**config.mk**
```make
export PLATFORM = sky130hd
export DESIGN_NAME = tcoc_top
export DESIGN_NICKNAME = d
export VERILOG_FILES = /design/src/hw/tcoc_top.v /design/src/hw/tcoc_edge.v
export VERILOG_INCLUDE_DIRS = /design/src /design/src/common
export SDC_FILE = /design/constraint.sdc
export NUM_CORES = 1
export LEC_CHECK = 0
export BUFFER_PORTS_ARGS = -buffer_cell sky130_fd_sc_hd__buf_2
export CAP_MARGIN = 20
export CORE_UTILIZATION = 51
export DETAILED_ROUTE_END_ITERATION = 6
export PLACE_DENSITY_LB_ADDON = 0.08
export SLEW_MARGIN = 15
export SYNTH_ARGS = -nofsm -noshare
export SYNTH_HDL_FRONTEND = slang
export SYNTH_SLANG_ARGS = --single-unit
```
**constraint.sdc**
```tcl
create_clock -name i_clk -period 4 [get_ports i_clk]
set_clock_uncertainty 0.05 [all_clocks]
set_input_delay 0.8 -clock i_clk [delete_from_list [all_inputs] [get_ports i_clk]]
set_output_delay 0.8 -clock i_clk [all_outputs]
set_load 0.005 [all_outputs]
```
**src/common/tcoc_consts.vh**
```
// Constants for the timer capture/compare and output control block
`ifndef TCOC_CONSTS_VH
`define TCOC_CONSTS_VH

// Register byte addresses, instance a then instance b
`define TCOC_CC_A_ADDR 16'hffbc
`define TCOC_OC_A_ADDR 16'hffbd
`define TCOC_CC_B_ADDR 16'hffb8
`define TCOC_OC_B_ADDR 16'hffb9

// Reset values
`define TCOC_CC_RESET 8'h00
`define TCOC_OC_RESET 8'h00

// Capture/compare control fields
`define TCOC_CC_CHAN1_CAPTURE_MODE 0
`define TCOC_CC_CHAN1_TRIGGER_SELECT 1
`define TCOC_CC_CHAN2_CAPTURE_MODE 2

// Output control fields
`define TCOC_OC_TIMER_OUT_ENABLE 0
`define TCOC_OC_CHAN1_MATCH_TOGGLE_EN 1
`define TCOC_OC_OUTFF_FORCE_CLEAR 2
`define TCOC_OC_OUTFF_FORCE_SET 3
`define TCOC_OC_CHAN2_MATCH_TOGGLE_EN 4
`define TCOC_OC_ONESHOT_MODE_ENABLE 5
`define TCOC_OC_ONESHOT_SOFT_TRIGGER 6

// Edge codes; 2'h2 is the prohibited code
`define TCOC_EDGE_FALL 2'h0
`define TCOC_EDGE_RISE 2'h1
`define TCOC_EDGE_BAD 2'h2
`define TCOC_EDGE_BOTH 2'h3

// Counter mode codes, upper two bits of the three-bit mode
`define TCOC_MODE_STOP 2'h0
`define TCOC_MODE_FREE 2'h1
`define TCOC_MODE_EDGE_CLEAR 2'h2
`define TCOC_MODE_MATCH_CLEAR 2'h3

`endif

```
**src/hw/tcoc_top.v**
```verilog
// Capture/compare control and timer output flip-flop for two timer instances
//
// The plain strobed port was decided locally.
`timescale 1ns/1ps
`include "tcoc_consts.vh"

// Operation
// - Channel two value acts as compare when its mode bit is 0, capture when 1.
// - Channel one captures on pin b edge, or opposite edge of pin a.
// - Channel one value acts as compare at 0, capture at 1.
// - Opposite-phase capture with both-edge code on pin a never captures.
// - Writing 1 to soft trigger together with one-shot enable 1 fires one pulse; bit reads 0.
// - One-shot enable 0 gives successive pulses, 1 gives one-shot mode.
// - One-shot pulses in free-running and edge-clear modes; stop gives only the start strobe; never in clear-on-match.
// - Channel two match toggles output flip-flop when its enable is 1.
// - Channel one match toggles output flip-flop when its enable is 1.
// - Force pair: 00 keep, 01 clear, 10 set; 11 never written.
// - Force set and force clear bits read as 0.
// - Output enable 0 holds pin low, 1 passes flip-flop to pin.
// - Reset clears both control registers of each instance to zero.
// - Edge code 00 falling, 01 rising, 11 both, 10 prohibited.
module tcoc_top (
  // Clock and reset
  input wire i_clk,
  input wire i_rstn,
  // Register port
  input wire [15:0] i_addr,
  input wire [7:0] i_wdata,
  input wire i_wr,
  input wire i_rd,
  output reg [7:0] o_rdata,
  // Counter side, bit/slice 0 is instance a, 1 is instance b
  input wire [1:0] i_count_en,
  input wire [31:0] i_up_counter,
  input wire [5:0] i_counter_mode,
  input wire [7:0] i_edge_code,
  input wire [31:0] i_chan1_cmp_value,
  input wire [31:0] i_chan2_cmp_value,
  // Capture pins
  input wire [1:0] i_capture_in_a,
  input wire [1:0] i_capture_in_b,
  // Capture results
  output wire [31:0] o_chan1_value_reg,
  output wire [31:0] o_chan2_value_reg,
  output wire [1:0] o_chan1_capture,
  output wire [1:0] o_chan2_capture,
  // Timer output side
  output wire [1:0] o_oneshot_start,
  output wire [1:0] o_output_flipflop,
  output wire [1:0] o_timer_out_pin
);

  wire [15:0] cc_rd;
  wire [15:0] oc_rd;
  reg [7:0] rd_mux;

  // Equality of the counter with a channel value on a count clock pulse
  function match_at;
    input en;
    input [15:0] cnt;
    input [15:0] value;
    begin
      match_at = en & (cnt == value);
    end
  endfunction

  genvar gi;
  generate
    for (gi = 0; gi < 2; gi = gi + 1) begin : g_tmr
      wire [15:0] cc_addr;
      wire [15:0] oc_addr;
      wire wr_cc;
      wire wr_oc;
      wire [15:0] cnt;
      wire [1:0] mode;
      wire running;
      wire edge_a;
      wire edge_a_rev;
      wire edge_b;
      wire trig1;
      wire m1;
      wire m2;
      wire soft_trig;
      wire toggle;
      reg [2:0] cc_q;
      reg chan1_tog_q;
      reg chan2_tog_q;
      reg osm_q;
      reg toe_q;
      reg ff_q;
      reg ff_d;
      reg armed_q;
      reg start_q;
      reg pin_q;
      reg [15:0] cap1_q;
      reg [15:0] cap2_q;
      reg stb1_q;
      reg stb2_q;

      assign cc_addr = (gi == 0) ? `TCOC_CC_A_ADDR : `TCOC_CC_B_ADDR;
      assign oc_addr = (gi == 0) ? `TCOC_OC_A_ADDR : `TCOC_OC_B_ADDR;
      assign wr_cc = i_wr & (i_addr == cc_addr);
      assign wr_oc = i_wr & (i_addr == oc_addr);
      assign cnt = i_up_counter[gi*16 +: 16];
      assign mode = i_counter_mode[gi*3+1 +: 2];
      assign running = (mode != `TCOC_MODE_STOP);

      //////////////////////////////////////////////////////////////////////
      // Edge detectors for both capture pins of this instance
      tcoc_edge u_edge_a (
        .i_clk(i_clk),
        .i_rstn(i_rstn),
        .i_sample(i_count_en[gi]),
        .i_pin(i_capture_in_a[gi]),
        .i_code(i_edge_code[gi*4 +: 2]),
        .o_edge(edge_a),
        .o_edge_rev(edge_a_rev)
      );

      tcoc_edge u_edge_b (
        .i_clk(i_clk),
        .i_rstn(i_rstn),
        .i_sample(i_count_en[gi]),
        .i_pin(i_capture_in_b[gi]),
        .i_code(i_edge_code[gi*4+2 +: 2]),
        .o_edge(edge_b),
        .o_edge_rev()
      );

      //////////////////////////////////////////////////////////////////////
      // Capture trigger and compare matches; a channel in capture mode
      // never matches, so stale compare values cannot toggle the output
      assign trig1 = cc_q[`TCOC_CC_CHAN1_TRIGGER_SELECT] ? edge_a_rev : edge_b;
      assign m1 = ~cc_q[`TCOC_CC_CHAN1_CAPTURE_MODE] & running &
                  match_at(i_count_en[gi], cnt, i_chan1_cmp_value[gi*16 +: 16]);
      assign m2 = ~cc_q[`TCOC_CC_CHAN2_CAPTURE_MODE] & running &
                  match_at(i_count_en[gi], cnt, i_chan2_cmp_value[gi*16 +: 16]);

      // Soft trigger is refused in clear-on-match mode: no overflow, no pulse
      assign soft_trig = wr_oc & i_wdata[`TCOC_OC_ONESHOT_SOFT_TRIGGER] &
                         i_wdata[`TCOC_OC_ONESHOT_MODE_ENABLE] &
                         (mode != `TCOC_MODE_MATCH_CLEAR);

      // Toggle requests; in one-shot mode only an armed pulse may toggle
      assign toggle = ((chan1_tog_q & m1) ^ (chan2_tog_q & m2)) &
                      (~osm_q | armed_q);

      //////////////////////////////////////////////////////////////////////
      // Next flip-flop value; a force write beats a toggle in the same cycle
      always @* begin
        ff_d = ff_q ^ toggle;
        if (wr_oc) begin
          case ({i_wdata[`TCOC_OC_OUTFF_FORCE_SET], i_wdata[`TCOC_OC_OUTFF_FORCE_CLEAR]})
            2'h1: begin
              ff_d = 1'b0;
            end
            2'h2: begin
              ff_d = 1'b1;
            end
            default: begin
              ff_d = ff_q ^ toggle; // 11 is never written; treated as no change
            end
          endcase
        end
      end

      //////////////////////////////////////////////////////////////////////
      // Control registers; force and trigger bits are actions, never stored
      always @(posedge i_clk or negedge i_rstn) begin
        if (!i_rstn) begin
          cc_q <= 3'h0;
          chan1_tog_q <= 1'b0;
          chan2_tog_q <= 1'b0;
          osm_q <= 1'b0;
          toe_q <= 1'b0;
        end else begin
          if (wr_cc) begin
            cc_q <= i_wdata[2:0];
          end
          if (wr_oc) begin
            chan1_tog_q <= i_wdata[`TCOC_OC_CHAN1_MATCH_TOGGLE_EN];
            chan2_tog_q <= i_wdata[`TCOC_OC_CHAN2_MATCH_TOGGLE_EN];
            osm_q <= i_wdata[`TCOC_OC_ONESHOT_MODE_ENABLE];
            toe_q <= i_wdata[`TCOC_OC_TIMER_OUT_ENABLE];
          end
        end
      end

      //////////////////////////////////////////////////////////////////////
      // Output flip-flop, one-shot arming and registered pin
      always @(posedge i_clk or negedge i_rstn) begin
        if (!i_rstn) begin
          ff_q <= 1'b0;
          armed_q <= 1'b0;
          start_q <= 1'b0;
          pin_q <= 1'b0;
        end else begin
          ff_q <= ff_d;
          start_q <= soft_trig; // Counter clears and starts on this pulse
          if (soft_trig) begin
            armed_q <= 1'b1;
          end else if (m1 | ~osm_q) begin
            armed_q <= 1'b0; // Channel one match ends the single pulse
          end
          // Pin is registered beside the flip-flop and held low when disabled
          pin_q <= (wr_oc ? i_wdata[`TCOC_OC_TIMER_OUT_ENABLE] : toe_q) & ff_d;
        end
      end

      //////////////////////////////////////////////////////////////////////
      // Capture registers with a one-cycle strobe per capture
      always @(posedge i_clk or negedge i_rstn) begin
        if (!i_rstn) begin
          cap1_q <= 16'h0000;
          cap2_q <= 16'h0000;
          stb1_q <= 1'b0;
          stb2_q <= 1'b0;
        end else begin
          stb1_q <= cc_q[`TCOC_CC_CHAN1_CAPTURE_MODE] & trig1;
          stb2_q <= cc_q[`TCOC_CC_CHAN2_CAPTURE_MODE] & edge_a;
          if (cc_q[`TCOC_CC_CHAN1_CAPTURE_MODE] & trig1) begin
            cap1_q <= cnt;
          end
          if (cc_q[`TCOC_CC_CHAN2_CAPTURE_MODE] & edge_a) begin
            cap2_q <= cnt;
          end
        end
      end

      // Readback: trigger and force bits always read 0
      assign cc_rd[gi*8 +: 8] = {5'h00, cc_q};
      assign oc_rd[gi*8 +: 8] = {2'h0, osm_q, chan2_tog_q, 2'h0,
                                 chan1_tog_q, toe_q};

      assign o_chan1_value_reg[gi*16 +: 16] = cap1_q;
      assign o_chan2_value_reg[gi*16 +: 16] = cap2_q;
      assign o_chan1_capture[gi] = stb1_q;
      assign o_chan2_capture[gi] = stb2_q;
      assign o_oneshot_start[gi] = start_q;
      assign o_output_flipflop[gi] = ff_q;
      assign o_timer_out_pin[gi] = pin_q;
    end
  endgenerate

  ////////////////////////////////////////////////////////////////////////////
  // Read decode; unmapped addresses read as zero
  always @* begin
    case (i_addr)
      `TCOC_CC_A_ADDR: begin
        rd_mux = cc_rd[7:0];
      end
      `TCOC_OC_A_ADDR: begin
        rd_mux = oc_rd[7:0];
      end
      `TCOC_CC_B_ADDR: begin
        rd_mux = cc_rd[15:8];
      end
      `TCOC_OC_B_ADDR: begin
        rd_mux = oc_rd[15:8];
      end
      default: begin
        rd_mux = 8'h00;
      end
    endcase
  end

  ////////////////////////////////////////////////////////////////////////////
  // Read data stands only in the cycle after the strobe
  always @(posedge i_clk or negedge i_rstn) begin
    if (!i_rstn) begin
      o_rdata <= 8'h00;
    end else begin
      o_rdata <= i_rd ? rd_mux : 8'h00;
    end
  end

endmodule // tcoc_top

```
**src/hw/tcoc_edge.v**
```verilog
// Valid edge detector for one capture input pin
`timescale 1ns/1ps
`include "tcoc_consts.vh"

module tcoc_edge (
  // Clock and reset
  input wire i_clk,
  input wire i_rstn,
  // Sampling and pin
  input wire i_sample,
  input wire i_pin,
  input wire [1:0] i_code,
  // Edge pulses
  output reg o_edge,
  output reg o_edge_rev
);

  reg last_q;
  wire rise;
  wire fall;

  ////////////////////////////////////////////////////////////////////////////
  // Pin history, taken only on the count clock so short glitches are missed
  always @(posedge i_clk or negedge i_rstn) begin
    if (!i_rstn) begin
      last_q <= 1'b0; // A pin high after reset shows as a rising edge
    end else if (i_sample) begin
      last_q <= i_pin;
    end
  end

  assign rise = i_sample & i_pin & ~last_q;
  assign fall = i_sample & ~i_pin & last_q;

  ////////////////////////////////////////////////////////////////////////////
  // Valid edge and its opposite phase; both-edge code has no opposite
  always @* begin
    o_edge = 1'b0;
    o_edge_rev = 1'b0;
    case (i_code)
      `TCOC_EDGE_FALL: begin
        o_edge = fall;
        o_edge_rev = rise;
      end
      `TCOC_EDGE_RISE: begin
        o_edge = rise;
        o_edge_rev = fall;
      end
      `TCOC_EDGE_BOTH: begin
        o_edge = rise | fall;
        o_edge_rev = 1'b0;
      end
      default: begin // Prohibited code detects nothing
        o_edge = 1'b0;
        o_edge_rev = 1'b0;
      end
    endcase
  end

endmodule // tcoc_edge

```
# Word level (Yosys, flattened, before mapping)
# Cells that the tools add are included.
# classes
n_eq_ne	20
muxes	20
bitwise	76
reduce_logical	8
# ops
op	n
16-bit equality test	4
16-bit equality test, second input constant	4
1-bit bitwise AND	50
6-bit one-hot mux with 4 select lines	1
1-bit inverter	14
1-bit one-hot mux with 3 select lines	4
2-bit by 1-bit equality test with 1-bit output, second input constant	5
2-bit equality test, second input constant	5
1-bit two-way mux	10
2-bit logical NOT	4
8-bit two-way mux	1
1-bit bitwise OR	8
1-bit one-hot mux with 2 select lines	4
2-bit nonzero test	4
2-bit inequality test, second input constant	2
1-bit XOR	4
# word_totals
register_bits	102
inputBits	144
output_inout_bits	82
wordCells	155

# Longest topological paths before layout
# Gate-level depths: netlist (run 1).
# logic_depth
depth_word	10
depth_mapped	9
depth_no_buf	7

# Hierarchy
# A second synthesis (run 1) with hierarchy kept.
# unflattened
hier_cells	461
hier_area_um2	5022.3
# modules_own_cells
mod	instances	cells_per_inst	area_each_um2	seq_area_each_um2
tcoc_top	1	421	4652.0	2377.3
tcoc_edge	4	10	92.6	25.0

# Worst setup path after synthesis (run 1)
# No wires, ideal clock.
# synth_path
kind	in2reg
startpoint	input i_up_counter[10]
endpoint	register g_tmr[0].pin_q
setup_ns	0.080
t_arrival_ns	2.370
required_time_ns	3.870
slack_ns	1.500
path_stages	6
n_path_buf	0
cell_sequence	xor2_1 or4_4 nor4_2 xnor2_1 mux2_4 nor3_2
# synth_between
elab_chain_cells	10
elab_cells_between_ends	14
cone_classes	eq/ne: 2; mux: 2; bitwise: 10
# synth_lines
element	line_no	rtl
start: declaration	tcoc_top.v:34	input wire [31:0] i_up_counter,
16-bit equality test	tcoc_top.v:63	match_at = en & (cnt == value);
1-bit bitwise AND	tcoc_top.v:63	
1-bit bitwise AND, on equally long branches	tcoc_top.v:134, tcoc_top.v:136	
1-bit bitwise AND	tcoc_top.v:145	assign toggle = ((chan1_tog_q & m1) ^ (chan2_tog_q & m2)) &
1-bit XOR (*)	tcoc_top.v:145	
1-bit bitwise AND (*)	tcoc_top.v:145	
1-bit XOR (*)	tcoc_top.v:151, tcoc_top.v:161	
1-bit one-hot mux with 2 select lines	tcoc_top.v:153	case ({i_wdata[`TCOC_OC_OUTFF_FORCE_SET], i_wdata[`TCOC_OC_OUTFF_FORCE_CLEAR]})
1-bit two-way mux (*)	tcoc_top.v:152	if (wr_oc) begin
1-bit bitwise AND (*)	tcoc_top.v:206	pin_q <= (wr_oc ? i_wdata[`TCOC_OC_TIMER_OUT_ENABLE] : toe_q) & ff_d;
end signal: assignment	tcoc_top.v:206	
end: declaration	tcoc_top.v:94	reg pin_q;
# Mark *: on every way between the ends. The rest lies on a longest branch, timed or not.
# A chain may end at the register's enable or synchronous reset.

# Final worst setup path (run 1)
# layout_path
startpoint	input i_up_counter[7]
endpoint	register g_tmr[0].pin_q
# Same word-level chain as after synthesis.

==> flow_metrics.env, run 1 <==
export IMPL_outcome="complete, no violations"
export IMPL_rsz0062_at_grt="no"
export IMPL_wl_per_cell_um=16.6
export IMPL_p_leak_uw=0.00342
export IMPL_synthCells=395
export IMPL_max_cap_violations=0
export IMPL_cts_hold_buf=0
export IMPL_dieWidth_um=100
export IMPL_num_vias=3878
export IMPL_via_per_inst=5.23
export IMPL_grtUsageMet3=0.0641
export IMPL_synth_seq_area_share=0.505
export IMPL_insertion_delay_ns=0.35
export IMPL_tns_ns=0
export IMPL_cts_setup_buffers=0
export IMPL_dieHeight_um=100
export IMPL_antenna_cells=0
export IMPL_h_tree_depth=3
export IMPL_path_max_fanout=4
export IMPL_rrSetupSlack_ns=1.74
export IMPL_final_min_clock_period_ns=2.53
export IMPL_clock_sinks=99
export IMPL_syn_area_mm2=0.00490
export IMPL_period_share=0.633
export IMPL_required_ns=4.22
export IMPL_area_growth_pct=27.6
export IMPL_hold_viol_final=0
export IMPL_clk_pin_slew_ns=0.09
export IMPL_grt_ovfl_total=0
export IMPL_grt_max_degree=88
export IMPL_ant_nets=0
export IMPL_firstDrtPassIters=4
export IMPL_core_area_mm2=0.00928
export IMPL_synth_area_top_cells="dfrtp_1, mux2_2, xor2_1, xnor2_1, buf_4"
export IMPL_mostFrequentLayoutCell="buf_2"
export IMPL_cts_tree="built"
export IMPL_grt_first_pass_wirelength_um=19600
export IMPL_critPathArrivalTime_ns=2.75
export IMPL_hpwl_um=9630
export IMPL_antenna_found_initial=0
export IMPL_final_cell_count_no_fill=742
export IMPL_clock_path_buffers=2
export IMPL_cp_start_kind="input port"
export IMPL_cts_resized=0
export IMPL_cts_buffers_inserted=9
export IMPL_fmax_mhz=395
export IMPL_path_class="input port to flop"
export IMPL_slew_viol_final=0
export IMPL_async_flop_share=1.00
export IMPL_use_met1=0.324
export IMPL_worst_pin_slew_ns=0.852
export IMPL_final_layout_size_suffix_gt1_frac=0.532
export IMPL_yosysWarnings=0
export IMPL_slew_headroom=0.432
export IMPL_grt_util_met2=0.433
export IMPL_postSynthAreaPerCell_um2=12.4
export IMPL_grt_pass1_vias=3940
export IMPL_cp_end_kind="flop"
export IMPL_pwr_density_cell_mw_per_mm2=296
export IMPL_synth_edf_count=0
export IMPL_ys_ff_latch=99
export IMPL_core_rowCount=35
export IMPL_irDropWorstVdd_uv=231
export IMPL_start_util=0.528
export IMPL_drt_initial_drc_count=56
export IMPL_ios=226
export IMPL_yosysTopAreaCellShare=0.505
export IMPL_grt_busiest_layer="met2"
export IMPL_wl_um=12300
export IMPL_setup_viol=0
export IMPL_portBuffers=219
export IMPL_synthFlopType="dfrtp_1"
export IMPL_synth_top_cell_by_area="dfrtp_1"
export IMPL_clock_root_buffer="clkbuf_8"
export IMPL_post_route_drc_count=0
export IMPL_finish_utilization=0.674
export IMPL_nNetsFinal=754
export IMPL_die_area_mm2=0.0100
export IMPL_place_congestion=0.887
export IMPL_final_cell_mix="buf_2, dfrtp_1, mux2_2"
export IMPL_synth_cell_types=42
export IMPL_track_usage=0.255
export IMPL_hp_class="input port to async pin"
export IMPL_placed_cells=727
-- worst paths after layout --
check / cells after the start / endpoint / startpoint
max: 8 / g_tmr[0].pin_q / i_up_counter[7]
min: 1 / g_tmr[1].cap2_q[3] / i_rstn
max reg2reg: 7 / g_tmr[0].cap1_q[10] / g_tmr[0].u_edge_a.last_q
min reg2reg: 1 / g_tmr[1].cap2_q[7] / g_tmr[1].cap2_q[7]
max in group asynchronous: 2 / g_tmr[1].cap2_q[7] / i_rstn
min in group i_clk: 1 / g_tmr[1].cap2_q[7] / g_tmr[1].cap2_q[7]
-- kinds of logic (layout without fill, tap and decap cells) --
| logic type | after synthesis | count (layout) | share of synthesized area |
|---|---|---|---|
| buffers and inverters | 28 | 244 | 0.0324 |
| xor gates and xnor gates | 67 | 67 | 0.120 |
| adders and majority gates | 1 | 1 | 0.00255 |
| muxes | 88 | 88 | 0.206 |
| DFF | 99 | 99 | 0.505 |
| other | 1 | 3 | 0.000765 |
| AOI/OAI and AO/OA | 25 | 25 | 0.0337 |
| and+or+nand+nor | 86 | 86 | 0.0991 |
-- metrics by stage --
stage / hold WS (ns) / power [uW] / setup slack, ns / cell area (um2)
6_report: 0.427 / 1850 / 1.47 / 6250
4_1_cts: 0.462 / 1870 / 1.47 / 6250
3_3_place_gp: 0.437 / 1240 / 1.14 / 6060
5_1_grt: 0.478 / 1930 / 1.29 / 6250
2_1_floorplan: 0.433 / 1110 / 1.50 / 4910
3_5_place_dp: 0.441 / 1240 / 1.08 / 6060
-- critical path, stage by stage --
cell	delay, ns
buf_2	0.14
xor2_1	0.16
nor4_1	0.46
nand4b_1	0.19
nor4_2	0.32
xnor2_1	0.19
mux2_4	0.34
nor3_2	0.17
-- final cells by class --
class / count / area (um2)
clock buffers: 9 / 124
flip-flops and latches: 99 / 2480
multi-input cells: 270 / 2270
clock inverters: 6 / 67.6
repair buffers: 222 / 1120
inverters: 7 / 26.3
well taps: 129 / 161
fillers: 781 / 3030
-- routing by layer --
layer / vias to the layer above / part of all wire
met4: 0 / 0.016
met2: 147 / 0.50
met1: 1911 / 0.41
li1: 1803 / -
met5: - / 0
met3: 17 / 0.075
-- power breakdown --
group          switching (uW)  internal, uW  total (uW)
Clock                     341           285         626
Combinational             114          99.3         214
Sequential               3.71          1000        1010
Total                     459          1390        1850
-- sequential cells by signal, summed over array words and instances, names as in the netlist --
name                   count
g_tmr.ff_q                 2
g_tmr.pin_q                2
g_tmr.cap2_q              32
g_tmr.cap1_q              32
g_tmr.stb2_q               2
g_tmr.stb1_q               2
g_tmr.osm_q                2
g_tmr.u_edge_a.last_q      2
g_tmr.chan2_tog_q          2
g_tmr.start_q              2
g_tmr.armed_q              2
g_tmr.toe_q                2
o_rdata                    5
g_tmr.chan1_tog_q          2
g_tmr.cc_q                 6
g_tmr.u_edge_b.last_q      2
-- cells in the mapped netlist (all sizes together), types with 2 or more instances --
library cell	n
dfrtp	99
mux2	81
xor2	52
nor2	23
nand2	18
buf	17
xnor2	15
nor4	12
inv	7
nand4	7
o21ai	7
nor3	6
mux2i	5
a21oi	4
a22oi	4
and3	4
clkbuf	4
nand4b	4
a211oi	3
nor2b	3
mux4	2
nand3	2
o2111ai	2
Note: power is estimated with default switching activity, not from simulation.
==> run 2: changes to the inputs <==
--- a/config.mk
+++ b/config.mk
@@ -8,7 +8,7 @@
 export LEC_CHECK = 0
 export BUFFER_PORTS_ARGS = -buffer_cell sky130_fd_sc_hd__buf_2
 export CAP_MARGIN = 20
-export CORE_UTILIZATION = 51
+export CORE_UTILIZATION = 43
 export DETAILED_ROUTE_END_ITERATION = 6
 export PLACE_DENSITY_LB_ADDON = 0.08
 export SLEW_MARGIN = 15
==> constraint.sdc (replaced) <==
create_clock -name i_clk -period 2.1 [get_ports i_clk]
set_clock_uncertainty 0.05 [all_clocks]
set_input_delay 0.42 -clock i_clk [delete_from_list [all_inputs] [get_ports i_clk]]
set_output_delay 0.42 -clock i_clk [all_outputs]
set_load 0.005 [all_outputs]
==> run 2 against run 1 <==
  * Clock-buffer cell count rose by 3
  * Combinational power rose by 120%
  * First-iteration DRC count rose to 2.5 times the previous value
  * Sequential cell count did not move
  * Largest power group unchanged
  * Sequential power rose by 90%
  * Critical path depth did not move
  * Wire length rose by 3.0%
  * Worst setup slack got worse by 1.4 ns
  * Clock power rose to 2.7 times the previous value
  * Via count rose by 3.0%
  * Largest cell class unchanged
  * Design area rose by 8.3%
  * Die area rose by 18%
==> flow_metrics.env, run 2 (same netlist as run 1, synthesis figures left out) <==
export IMPL_power_frac_clock=0.416
export IMPL_crit_start="i_chan1_cmp_value[8]"
export IMPL_num_vias=3996
export IMPL_critPathArrivalTime_ns=2.26
export IMPL_portBuffers=219
export IMPL_grt_ovfl_total=0
export IMPL_swShare=0.225
export IMPL_path_cells="buf_2 > xor2_1 > nor4_1 > nand4_1 > nor4b_2 > xnor2_1 > mux2_4 > nor3_2"
export IMPL_mostFrequentLayoutCell="buf_2"
export IMPL_finalWorstSetupSlack_ns=0.0435
export IMPL_path_class="input port to flop"
export IMPL_worst_pin_slew_ns=0.571
export IMPL_insertion_delay_ns=0.33
export IMPL_hp_class="input port to async pin"
export IMPL_r2r_start="g_tmr[1].u_edge_a.last_q"
export IMPL_slew_viol_final=0
export IMPL_path_max_fanout=2
export IMPL_hpwl_um=9860
export IMPL_firstDrtPassIters=4
export IMPL_p_leak_uw=0.00372
export IMPL_final_min_clock_period_ns=2.06
export IMPL_place_congestion=0.811
export IMPL_via_per_inst=5.03
export IMPL_place_area_mm2=0.00644
export IMPL_p_int_uw=3160
export IMPL_h_tree_depth=3
export IMPL_pwr_density_cell_mw_per_mm2=603
export IMPL_core_rowCount=38
export IMPL_antenna_cells=0
export IMPL_comb_power_share=0.113
export IMPL_grt_pass1_vias=4126
export IMPL_ant_nets=0
export IMPL_fmax_mhz=486
export IMPL_wl_per_cell_um=16.0
export IMPL_max_cap_violations=0
export IMPL_cts_hold_buf=0
export IMPL_reg_top3="g_tmr.cap1_q (32), g_tmr.cap2_q (32), g_tmr.cc_q (6)"
export IMPL_power_uw=4080
export IMPL_rsz0062_at_grt="yes"
export IMPL_slew_headroom=0.619
export IMPL_ios=226
export IMPL_post_route_drc_count=0
export IMPL_setup_viol=0
export IMPL_cts_buffers_inserted=9
export IMPL_final_cell_count_no_fill=794
export IMPL_clk_pin_slew_ns=0.07
export IMPL_cp_end_kind="flop"
export IMPL_cts_tree="built"
export IMPL_track_usage=0.220
export IMPL_clock_root_buffer="clkbuf_16"
export IMPL_antenna_found_initial=0
export IMPL_cpPeakStageDelay_ns=0.35
export IMPL_tns_ns=0
export IMPL_nNetsFinal=794
export IMPL_start_util=0.446
export IMPL_clock_sinks=99
export IMPL_sequentialPowerShare=0.471
export IMPL_die_area_mm2=0.0118
export IMPL_drt_initial_drc_count=140
export IMPL_dp_slack_ns=-0.354
export IMPL_grt_first_pass_wirelength_um=19800
export IMPL_critical_path_slowest_cell="nor4_1"
export IMPL_dieHeight_um=109
export IMPL_required_ns=2.30
export IMPL_hold_viol_final=0
export IMPL_placed_cells=778
export IMPL_p_switching_uw=921
export IMPL_final_cell_mix="buf_2, dfrtp_1, mux2_2"
export IMPL_period_share=0.979
export IMPL_cp_buffers_inverters=1
export IMPL_dieWidth_um=109
export IMPL_core_area_mm2=0.0110
export IMPL_wl_um=12700
export IMPL_irDropWorstVdd_uv=355
export IMPL_outcome="complete, no violations"
export IMPL_cp_start_kind="input port"
export IMPL_clock_path_buffers=2
export IMPL_final_area_mm2=0.00677
export IMPL_crit_family="simple AND/OR/NAND/NOR gates"
export IMPL_grt_max_degree=100
export IMPL_nFillCells=946
export IMPL_final_layout_size_suffix_gt1_frac=0.564
export IMPL_area_growth_pct=38.1
-- run 2: cell types whose count changed in the layout (fill, tap and decap cells not counted), sizes merged --
cell	previous run	this run
buf	222	262
clkinvlp	5	1
clkbuf	9	12
clkinv	0	2
-- run 2: worst paths after layout --
path | end | slack (ns) | cells past startpoint
worst max-delay path | g_tmr[0].pin_q | 0.04 | 8
worst min-delay path | g_tmr[1].u_edge_a.last_q | 0.06 | 2
worst max register to register | g_tmr[1].cap1_q[4] | 0.23 | 8
worst min register to register | g_tmr[0].cap1_q[13] | 0.45 | 1
max in group asynchronous | g_tmr[0].start_q | 1.48 | 2
min in group i_clk | o_rdata[2] | 0.28 | 3
-- run 2: what timing repair did --
action	in CTS	in global routing
endpoints found under the setup margin	1	3
pin swaps	0	3
gates cloned	0	0
setup buffers	0	0
gates resized for setup	1	1
-- run 2: power groups by stage --
stage | Combinational [uW] | Sequential [uW] | Clock [uW]
CTS | 466 | 1920 | 1750
global route | 514 | 1920 | 1810
finish | 462 | 1920 | 1700
detailed placement | 461 | 1960 | 0
floorplan | 155 | 1960 | 0
global placement | 450 | 1960 | 0
-- run 2: worst reg2reg max path: stages, from the launching register on --
cell,delay (ns)
dfrtp_1,0.38
nor2b_1,0.23
a22oi_1,0.09
nor2_1,0.11
nand2_1,0.06
o21ai_0,0.07
and3_1,0.23
buf_12,0.18
mux2_2,0.36
-- run 2: stage by stage --
step | utilization | hold slack [ns]
6_report | 0.616 | 0.0578
5_1_grt | 0.616 | 0.129
4_1_cts | 0.616 | 0.114
3_5_place_dp | 0.587 | 0.440
3_3_place_gp | 0.587 | 0.435
2_1_floorplan | - | 0.0744
-- run 2: area by class of cell --
cell class              instances  area [um2]  share of cell area
clock buffers                  12         267              0.0394
clock inverters                 4        47.5             0.00702
inverters                       7        26.3             0.00388
multi-input cells             270        2290               0.339
flip-flops and latches         99        2480               0.366
well taps                     140         175              0.0259
repair buffers                262        1480               0.219
-- run 2: routing by layer --
| layer | track usage | share of wire | vias up |
|---|---|---|---|
| li1 | - | - | 1882 |
| met3 | 0.0592 | 0.072 | 15 |
| met2 | 0.382 | 0.51 | 141 |
| met4 | 0.0705 | 0.014 | 0 |
| met1 | 0.264 | 0.41 | 1958 |
| met5 | 0 | 0 | - |
